`config.mk`:
```
export PLATFORM = sky130hd
export DESIGN_NAME = cdlm_clock_deskew_lock_manager
export DESIGN_NICKNAME = d
export VERILOG_FILES = /design/src/cdlm_edge_detect.v /design/src/cdlm_delay_line.v /design/src/cdlm_clock_deskew_lock_manager.v
export VERILOG_INCLUDE_DIRS = /design/src
export SDC_FILE = /design/constraint.sdc
export NUM_CORES = 1
export LEC_CHECK = 0
export BUFFER_PORTS_ARGS = -buffer_cell sky130_fd_sc_hd__buf_2
export CAP_MARGIN = 40
export CELL_PAD_IN_SITES_DETAIL_PLACEMENT = 0
export CELL_PAD_IN_SITES_GLOBAL_PLACEMENT = 1
export CORE_AREA = 2 2 145 147
export DETAILED_ROUTE_END_ITERATION = 10
export DIE_AREA = 0 0 147 149
export GPL_TIMING_DRIVEN = 0
export PLACE_DENSITY_LB_ADDON = 0.1
export SYNTH_ARGS = -nofsm -noshare
export SYNTH_HDL_FRONTEND = slang
export SYNTH_HIERARCHICAL = 1
export SYNTH_SLANG_ARGS = --single-unit
```
`constraint.sdc`:
```
create_clock -name mclk -period 6.1 [get_ports mclk]
set_input_delay 1.22 -clock mclk [delete_from_list [all_inputs] [get_ports mclk]]
set_output_delay 1.22 -clock mclk [all_outputs]
set_load 0.03 [all_outputs]
```
`src/cdlm_consts.vh`:
```
/*
  Constants for the clock deskew lock manager: timing counts, delay line
  size and input source codes. Assumes a 100 MHz mclk sampling clock.
*/
`ifndef CDLM_CONSTS_VH
`define CDLM_CONSTS_VH

// Sampling clock period in ns
`define CDLM_MCLK_PERIOD_NS     10
// Delay line taps, one mclk period each
`define CDLM_TAP_BITS           6
`define CDLM_TAPS               64
// Period counter width in bits; the counter counts mclk cycles
`define CDLM_PER_BITS           12
// Consecutive matching feedback edges needed for lock (several thousand)
`define CDLM_LOCK_SAMPLES       3000
// Allowed period drift in mclk cycles before lock is dropped
`define CDLM_PERIOD_TOL         2
// Input clock source codes
`define CDLM_SRC_GLOBAL_INPUT   2'h0
`define CDLM_SRC_GLOBAL_BUFFER  2'h1
`define CDLM_SRC_GENERAL_INPUT  2'h2
`define CDLM_SRC_LOGIC          2'h3
// Characterized path delays removed from the output, in taps
`define CDLM_GLOBAL_INPUT_TAPS  6'h02
`define CDLM_GLOBAL_BUFFER_TAPS 6'h01

`endif

```
`src/cdlm_edge_detect.v`:
```
/*
  Rising-edge detector for a sampled clock level.
  Assumes the input is already synchronous to mclk.
*/
`timescale 1ns/1ps
module cdlm_edge_detect (
  // Clock and control
  input  wire mclk,
  input  wire sys_rst,
  input  wire clk_en,
  // Sampled level and edge pulse
  input  wire level_in,
  output wire rise
);
  reg last;

  // Previous sample for edge compare
  always @(posedge mclk) begin
    if (sys_rst) begin
      last <= level_in; // Follow the pin so a high idle level is no false edge
    end else if (clk_en) begin
      last <= level_in;
    end
  end

  assign rise = level_in & ~last & clk_en;
endmodule

```
`src/cdlm_delay_line.v`:
```
/*
  Tapped delay line on the sampled input clock, one mclk per tap.
  Assumes the tap select is steady or changes slowly.
*/
`timescale 1ns/1ps
`include "cdlm_consts.vh"
module cdlm_delay_line #(
  parameter TAPS     = `CDLM_TAPS,
  parameter TAP_BITS = `CDLM_TAP_BITS
) (
  // Clock and control
  input  wire                mclk,
  input  wire                sys_rst,
  input  wire                clk_en,
  // Clock in, tap select and delayed clock out
  input  wire                clk_in,
  input  wire [TAP_BITS-1:0] tap_sel,
  output reg                 clk_out
);
  reg [TAPS-1:0] line;

  // Shift line; taps spanning several periods are allowed
  always @(posedge mclk) begin
    if (sys_rst) begin
      line    <= {TAPS{1'b0}};
      clk_out <= 1'b0;
    end else if (clk_en) begin
      line    <= {line[TAPS-2:0], clk_in};
      clk_out <= line[tap_sel];
    end
  end
endmodule

```
`src/cdlm_clock_deskew_lock_manager.v`:
```
/*
  Delay-locked deskew manager, modelled in the mclk sampling domain.
  It times the input clock, delays it through a tapped line, and steers
  the tap until the feedback clock edge lines up with the input edge.
  Assumes input_clock and feedback_clock are sampled levels synchronous
  to mclk and that feedback_clock is tapped after the distribution path.
*/
`timescale 1ns/1ps
`include "cdlm_consts.vh"
// What this block does
// - Watch input clock for thousands of cycles while searching for the aligning delay.
// - Raise lock indicator once the aligning delay is in place.
// - Output clocks may glitch and are unqualified while acquiring.
// - Drop lock when input period strays far outside tolerance.
// - Within tolerance, outputs are valid whenever lock is high.
// - Far out of limits, lock drops and period_fault stays high until reset.
// - Delay output by one period minus path delay.
// - Keep tracking feedback after lock to follow slow drift.
// - Remove characterized global input buffer delay from output.
// - Remove characterized global clock buffer delay from output.
// - General input buffer delay is left uncompensated.
// - Logic-generated input clock delay is left uncompensated.
// - Accept any feedback delay, spanning several periods if needed.
// - Compare input with feedback tapped after distribution delay.
module cdlm_clock_deskew_lock_manager #(
  parameter TAPS          = `CDLM_TAPS,
  parameter TAP_BITS      = `CDLM_TAP_BITS,
  parameter PER_BITS      = `CDLM_PER_BITS,
  parameter LOCK_SAMPLES  = `CDLM_LOCK_SAMPLES,
  parameter PERIOD_TOL    = `CDLM_PERIOD_TOL
) (
  // Clock, reset and enable
  input  wire                mclk,
  input  wire                sys_rst,
  input  wire                clk_en,
  // Clock source side
  input  wire                input_clock,
  input  wire [1:0]          input_source,
  // Load side
  input  wire                feedback_clock,
  output reg                 zero_phase_clock_output,
  output reg                 lock_indicator,
  output reg                 period_fault,
  output reg [TAP_BITS-1:0]  inserted_delay
);
  localparam ST_MEASURE = 2'h0;
  localparam ST_SEARCH  = 2'h1;
  localparam ST_LOCKED  = 2'h2;
  localparam ST_LOST    = 2'h3;

  reg  [1:0]          state;
  reg  [1:0]          next_state;
  reg  [PER_BITS-1:0] per_cnt;
  reg  [PER_BITS-1:0] period;
  reg                 period_valid;
  reg  [PER_BITS-1:0] phase_cnt;
  reg                 fb_seen;
  reg  [13:0]         match_cnt;
  reg  [TAP_BITS-1:0] tap;
  wire                in_rise;
  wire                fb_rise;
  reg  [1:0]          fb_hist;
  wire                fb_cmp;
  wire                delayed_clk;
  wire [TAP_BITS-1:0] comp;
  wire [TAP_BITS-1:0] out_tap;
  wire                period_bad;

  // Characterized buffer delay for the chosen source
  function [TAP_BITS-1:0] source_comp;
    input [1:0] src;
    begin
      case (src)
        `CDLM_SRC_GLOBAL_INPUT:  source_comp = `CDLM_GLOBAL_INPUT_TAPS;
        `CDLM_SRC_GLOBAL_BUFFER: source_comp = `CDLM_GLOBAL_BUFFER_TAPS;
        `CDLM_SRC_GENERAL_INPUT: source_comp = {TAP_BITS{1'b0}};
        default:                 source_comp = {TAP_BITS{1'b0}};
      endcase
    end
  endfunction

  // Absolute difference of two period counts
  function [PER_BITS-1:0] abs_diff;
    input [PER_BITS-1:0] a;
    input [PER_BITS-1:0] b;
    begin
      abs_diff = (a > b) ? (a - b) : (b - a);
    end
  endfunction

  cdlm_edge_detect u_in_edge (
    .mclk     (mclk),
    .sys_rst  (sys_rst),
    .clk_en   (clk_en),
    .level_in (input_clock),
    .rise     (in_rise)
  );

  // Feedback tapped after distribution is the alignment reference
  cdlm_edge_detect u_fb_edge (
    .mclk     (mclk),
    .sys_rst  (sys_rst),
    .clk_en   (clk_en),
    .level_in (fb_cmp),
    .rise     (fb_rise)
  );

  // Removed buffer delay for the chosen source
  assign comp    = source_comp(input_source);
  // Loop output tap; the compensation acts on the compared feedback instead.
  // Subtracting it from the tap would be undone by the closed loop.
  assign out_tap = tap;

  // Recent feedback levels, so the compare sees feedback comp taps late
  always @(posedge mclk) begin
    if (sys_rst) begin
      fb_hist <= 2'h0;
    end else if (clk_en) begin
      fb_hist <= {fb_hist[0], feedback_clock};
    end
  end

  // Late compare makes the loop lock with feedback early by comp taps.
  // Limitation: compensation above two taps is not supported.
  assign fb_cmp = (comp == {TAP_BITS{1'b0}}) ? feedback_clock :
                  (comp == {{(TAP_BITS-1){1'b0}}, 1'b1}) ? fb_hist[0] :
                  fb_hist[1];

  cdlm_delay_line #(
    .TAPS     (TAPS),
    .TAP_BITS (TAP_BITS)
  ) u_line (
    .mclk     (mclk),
    .sys_rst  (sys_rst),
    .clk_en   (clk_en),
    .clk_in   (input_clock),
    .tap_sel  (out_tap),
    .clk_out  (delayed_clk)
  );

  // Period measurement between input rising edges
  always @(posedge mclk) begin
    if (sys_rst) begin
      per_cnt      <= {PER_BITS{1'b0}};
      period       <= {PER_BITS{1'b0}};
      period_valid <= 1'b0;
    end else if (clk_en) begin
      if (in_rise) begin
        per_cnt <= {{(PER_BITS-1){1'b0}}, 1'b1};
        if (per_cnt != {PER_BITS{1'b0}}) begin
          period       <= per_cnt;
          period_valid <= 1'b1;
        end
      end else if (per_cnt != {PER_BITS{1'b1}}) begin
        per_cnt <= per_cnt + {{(PER_BITS-1){1'b0}}, 1'b1};
      end
    end
  end

  // Stray period: a new edge off by more than the tolerance, or none at all
  assign period_bad = period_valid &&
                      ((in_rise && (abs_diff(per_cnt, period) > PERIOD_TOL)) ||
                       (per_cnt > (period + PERIOD_TOL[PER_BITS-1:0])));

  // Phase of feedback edge relative to last input edge
  always @(posedge mclk) begin
    if (sys_rst) begin
      phase_cnt <= {PER_BITS{1'b0}};
      fb_seen   <= 1'b0;
    end else if (clk_en) begin
      if (in_rise) begin
        phase_cnt <= {PER_BITS{1'b0}};
        fb_seen   <= fb_rise;
      end else begin
        if (phase_cnt != {PER_BITS{1'b1}}) begin
          phase_cnt <= phase_cnt + {{(PER_BITS-1){1'b0}}, 1'b1};
        end
        if (fb_rise) begin
          fb_seen <= 1'b1;
        end
      end
    end
  end

  // Tap steering: an input edge with no feedback edge steps the tap up; it steps down only if phase_cnt is under half the period then.
  // Tap wraps, so feedback delays spanning several periods still settle.
  always @(posedge mclk) begin
    if (sys_rst) begin
      tap       <= {TAP_BITS{1'b0}};
      match_cnt <= 14'h0000;
    end else if (clk_en && in_rise && state != ST_LOST && state != ST_MEASURE) begin
      if (fb_rise) begin
        if (match_cnt != 14'h3FFF) begin
          match_cnt <= match_cnt + 14'h0001;
        end
      end else begin
        match_cnt <= 14'h0000;
        if (fb_seen && phase_cnt < (period >> 1)) begin
          tap <= tap - {{(TAP_BITS-1){1'b0}}, 1'b1};
        end else begin
          tap <= tap + {{(TAP_BITS-1){1'b0}}, 1'b1};
        end
      end
    end
  end

  // Lock state transitions
  always @* begin
    next_state = state;
    case (state)
      ST_MEASURE: if (period_valid) next_state = ST_SEARCH;
      ST_SEARCH: begin
        if (period_bad) begin
          next_state = ST_MEASURE;
        end else if (match_cnt >= LOCK_SAMPLES) begin
          next_state = ST_LOCKED;
        end
      end
      ST_LOCKED: if (period_bad) next_state = ST_LOST;
      ST_LOST:    next_state = ST_LOST;
      default:    next_state = ST_MEASURE;
    endcase
  end

  // State register and registered outputs
  always @(posedge mclk) begin
    if (sys_rst) begin
      state                   <= ST_MEASURE;
      lock_indicator          <= 1'b0;
      period_fault            <= 1'b0;
      inserted_delay          <= {TAP_BITS{1'b0}};
      zero_phase_clock_output <= 1'b0;
    end else if (clk_en) begin
      state          <= next_state;
      lock_indicator <= (next_state == ST_LOCKED);
      period_fault   <= (next_state == ST_LOST); // no divided outputs here
      inserted_delay <= out_tap;
      // Passed through while acquiring; may glitch until locked
      zero_phase_clock_output <= delayed_clk;
    end
  end
endmodule

```
; After elaboration in Yosys (flattened, before gate mapping)
; Index checks and enable logic that the tools add are counted.
[classes]
shift = 0
n_reduce_logical = 22
multipliers = 0
addsub = 8
div = 0
bitwise_logic = 7
n_mux = 24
eq_ne = 12
order_cmp = 6
[op_table]
columns = operator, count
row1 = $mux 12, 5
row2 = $mux 14, 2
row3 = $add 12x1->12 const B, 2
row4 = $gt 12x12->1, 2
row5 = $ne 12x12->1 const B, 2
row6 = $sub 12x12->12, 2
row7 = $add 14x1->14 const B, 1
row8 = $ge 14x12->1 const B, 1
row9 = $ne 14x14->1 const B, 1
row10 = $add 12x2->12 const B, 1
row11 = $gt 12x2->1 const B, 1
row12 = $lt 12x11->1, 1
row13 = $reduce_bool 12->1, 1
row14 = $reduce_and 2->1, 5
row15 = $reduce_bool 2->1, 5
row16 = $mux 1, 9
row17 = $eq 2x2->1 const B, 4
row18 = $mux 2, 4
row19 = $pmux 2 s4, 1
row20 = $lt 6x7->1 const B, 1
row21 = $add 6x1->6 const B, 1
row22 = $bmux 1 s6, 1
row23 = $eq 6x1->1 const B, 1
row24 = $logic_and 1x1->1, 6
row25 = other kinds (12), 19
[totals]
word_cells = 96
out_inout_bits = 9
latchBits = 0
memories = 0
romBits = 0
register_bits = 138
ram_bits = 0
inputBits = 7

; Depth between registers and ports, before layout
[logic_depth]
word_depth = 9
ltp_mapped = 17
mapped_depth_nobuf = 17

; Modules after synthesis
; Netlist, hierarchy kept.
[by_module_without_submodules]
columns = mod, seq_area_each_um2, instances, area_each_um2, cells_per_inst
row1 = cdlm_clock_deskew_lock_manager, 1421.4, 1, 5202.5, 658
row2 = cdlm_delay_line, 1301.2, 1, 2881.5, 266
row3 = cdlm_edge_detect, 30.0, 2, 45.0, 3

; Least setup slack after synthesis
; No wires, ideal clock.
[synth_path]
path_type = in2reg
from = input port clk_en
to = register match_cnt[13]
setup_ns = 0.128
required_time_ns = 5.972
arrival_time_ns = 3.161
slack_ns = 2.811
n_path_buf = 1
path_stages = 9
path_cell_list = and3b_1 clkbuf_1 nand2_1 a21o_1 a41oi_1 nand4_1 or4_1 xor2_1 nor2_1
[synth_between]
elab_chain_cells = 5
elab_cells_between_ends = 8
cone_classes = 1 x eq/ne / 1 x mux / 2 x bitwise / 4 x reduce/logical
[synth_rtl]
columns = element, line
row1 = "start, declared", cdlm_clock_deskew_lock_manager.v:35  ; input wire clk_en,
row2 = $and 1x1->1, cdlm_edge_detect.v:26  ; assign rise = level_in & ~last & clk_en;
row3 = $logic_and 1x1->1 (3 in a row), cdlm_clock_deskew_lock_manager.v:191  ; end else if (clk_en && in_rise && state != ST_LOST && state != ST_MEASURE) begin
row4 = $reduce_and 2->1 (no source line), n/a
row5 = "end signal, assigned", cdlm_clock_deskew_lock_manager.v:194  ; match_cnt <= match_cnt + 14'h0001;
row6 = "end, declared", cdlm_clock_deskew_lock_manager.v:58  ; reg [13:0] match_cnt;
; Several ways; a longest one is shown, not always the timed one.
; A chain may end at the register's enable or synchronous reset.

; Worst setup path after layout
[layout_path]
from = register period[2]
to = register tap[5] (netlist: out_tap[5])
[layout_between]
elab_chain_cells = 3
[layout_rtl]
columns = element, line
row1 = "start, declared", cdlm_clock_deskew_lock_manager.v:54  ; reg [PER_BITS-1:0] period;
row2 = "start signal, assigned", cdlm_clock_deskew_lock_manager.v:145  ; period <= {PER_BITS{1'b0}};
row3 = "start signal, assigned", cdlm_clock_deskew_lock_manager.v:151  ; period <= per_cnt;
row4 = $lt 12x11->1, cdlm_clock_deskew_lock_manager.v:198  ; if (fb_seen && phase_cnt < (period >> 1)) begin
row5 = $logic_and 1x1->1, cdlm_clock_deskew_lock_manager.v:198
row6 = $mux 6, cdlm_clock_deskew_lock_manager.v:198
row7 = "end signal, assigned", cdlm_clock_deskew_lock_manager.v:189  ; tap <= {TAP_BITS{1'b0}};
row8 = "end signal, assigned", cdlm_clock_deskew_lock_manager.v:199  ; tap <= tap - {{(TAP_BITS-1){1'b0}}, 1'b1};
row9 = "end signal, assigned", cdlm_clock_deskew_lock_manager.v:201  ; tap <= tap + {{(TAP_BITS-1){1'b0}}, 1'b1};
row10 = "end, declared", cdlm_clock_deskew_lock_manager.v:59  ; reg [TAP_BITS-1:0] tap;
; No other way between the ends.

==> results.cfg <==
[floorplanning]
num_rows = 53
io_pins = 16
die-area_um2 = 21900
start_util_pct = 39.8
core-area_um2 = 20600
die_x_um = 147
die_y_um = 149

[timing]
final_hold_viol_count = 0
skew_ns = 0.00868
period_needed_ns = 4.09
fin_crit_sh_pct = 67.1
max-slew-margin-rel_pct = 50.8
fmax_mhz = 244
setup-tns-final_ns = 0
setup_violations = 0
grt_setup_unrepaired = false
drv_slew = 0
tightest_slew_ns = 0.732

[critical_path]
reg2reg_depth = 17
path_max_fanout = 6
critPathArrivalTime_ns = 4.39
end_kind = register
crit_type = reg -> reg
critPathRequiredTime_ns = 6.40
cp-start-kind = register

[synthesis]
yosysSeqAreaShare_pct = 34.0
synth_flop_cell = dfxtp_1
synth_nets = 994
yosysUniqueCellTypes = 75
synth-seq-cells = 138
async_reset_ff_share_pct = 0
synthCells = 930
avgSynthCellArea_um2 = 8.79
synth.cell_area_um2 = 8170
ys_warn_count = 6
synth_edf_count = 2

[cts]
hold_buffers = 0
cts_setup_buffers = 0
post_cts_resize_count = 0
clk_pin_slew_ns = 0.06
cts_buffer_depth = 2
insertion_delay_ns = 0.42
htreeDepth = 4
cts_sinks = 138
root_buffer = clkbuf_16
tritoncts = done
cts_buffers = 17

[finish]
antenna_cells = 0
drive_gt1_share_pct = 9.61
finalCoreUtilization_pct = 44.6
area_delta_synth_final_pct = 12.1
finalNetCount = 1029

[place]
place_congestion = 0.793
io_buffers = 15
hpwl_mm = 15.3

[routing]
wl_mm = 20.2
route.detailed.drc = 0
dr.pass1.iters = 6
num_vias = 6620
drt_iter0_drc = 260
drtAntennaViolNets = 0
detail_route.wl_per_cell_um = 16.1
vias_per_cell = 5.28

[grt]
grt.total_usage_pct = 19.0
antenna_found_initial = 0
grt_pass1_vias = 6274
grt_pass1_wl_mm = 33.1
grt_max_degree = 17
gr-total-overflow = 0

[run]
max_cap_viol_count = 0

[pwr]
leakage_uw = 0.00371
powerDensity_nw_per_um2 = 226
ir_drop_uv = 186

[status]
status = complete, no violations

[worst_hold_path]
min_path_type = reg -> reg
worstHoldPathCells = 2
==> path summary, 6_finish.rpt <==
| check | startpoint | to | slack [ns] |
|---|---|---|---|
| setup / recovery | period[2] | out_tap[5] | 2.01 |
| hold / removal | period_fault | period_fault | 0.47 |
| setup reg to reg | period[2] | out_tap[5] | 2.01 |
| hold reg to reg | period_fault | period_fault | 0.47 |
==> cells in the mapped netlist (8+ instances only) <==
cell type,instances,area [µm²]
nor2_1,156,586
dfxtp_1,136,2720
mux2i_1,80,801
a21oi_1,58,290
ha_1,53,663
inv_1,49,184
o21ai_0,31,155
nand2_1,30,113
nand3_1,28,140
xnor2_1,25,219
clkbuf_1,21,78.8
nor3_1,20,100
nand4_1,18,113
a211oi_1,13,97.6
a21o_1,13,97.6
buf_2,12,60.1
or3_1,12,75.1
xor2_1,12,105
nand2b_1,11,68.8
nor2b_1,10,62.6
mux2_2,9,101
o21a_1,9,67.6
buf_1,8,30.0
==> layer usage <==
| layer | vias to the layer above | routed length [µm] | GRT usage (%) |
|---|---|---|---|
| li1 | 3393 | - | - |
| met1 | 3111 | 9530 | 24.5 |
| met2 | 89 | 9820 | 32.6 |
| met3 | 27 | 464 | 3.33 |
| met4 | 0 | 399 | 5.77 |
| met5 | - | 0 | 0 |
==> registers in the layout, summed over array words and instances (netlist names), 2 cells and up <==
signal / count
per_cnt: 12
state: 2
period: 12
inserted_delay: 6
u_line/line: 64
match_cnt: 14
phase_cnt: 12
out_tap: 6
fb_hist: 2
==> critical path: stages (launching register included) <==
cell,delay [ns]
dfxtp_1,0.45
inv_1,0.14
ha_1,0.31
a21o_1,0.15
a21o_1,0.17
a21oi_1,0.17
o21ai_0,0.11
a211oi_1,0.42
o21ai_0,0.27
inv_1,0.18
ha_1,0.25
a21o_1,0.18
a21oi_1,0.22
o21bai_1,0.09
a21oi_1,0.35
nor2_1,0.09
a311oi_1,0.29
nand4_1,0.12
==> cell usage in the layout (no fill, tap or decap), drive strengths merged, types with 13 or more instances in the layout <==
master  count
a211oi     14
a21o       13
a21oi      59
buf        42
clkbuf     39
dfxtp     136
ha         53
inv        54
mux2i      80
nand2      30
nand3      28
nand4      18
nor2      156
nor3       20
o21ai      32
xnor2      25
==> metrics by stage <==
step	total power, µW	std cells	area [µm²]	hold slack (ns)	setup WS, ns
global placement	1090	1220	8590	0.459	1.83
detailed placement	1090	1221	8600	0.462	1.83
finish	2070	1253	9170	0.468	2.01
CTS	2100	1253	9170	0.473	1.94
global route	2150	1253	9170	0.501	1.71
floorplan	1050	930	8170	0.449	2.81
==> area by class of cell <==
cell class	count	area (µm²)
Sequential cell	138	2780
Timing Repair Buffer	16	78.8
Multi-Input combinational cell	696	4970
Inverter	49	184
Fill cell	2109	11400
Clock buffer	18	429
Buffer	47	241
Tap cell	275	344
Clock inverter	14	140
==> cells by family (layout without fill, tap and decap cells) <==
| group | after synthesis | count (layout) | synth area share [%] |
|---|---|---|---|
| muxes | 101 | 101 | 14.6 |
| AOI/OAI and AO/OA | 177 | 177 | 14.1 |
| buffers and inverters | 96 | 144 | 5.20 |
| adders and majority gates | 57 | 57 | 9.09 |
| DFF | 138 | 138 | 34.0 |
| xor gates and xnor gates | 37 | 37 | 3.96 |
| and+or+nand+nor | 324 | 324 | 19.0 |
==> power breakdown <==
| group | total (µW) | leakage, µW | internal [µW] | switching (µW) |
|---|---|---|---|---|
| combinational | 147 | 0.00232 | 57.7 | 89.8 |
| sequential | 919 | 0.00112 | 911 | 8.16 |
| clock | 1010 | 0.000267 | 571 | 438 |
| total | 2070 | 0.00371 | 1540 | 536 |
Note: power is estimated with default switching activity, not from simulation.
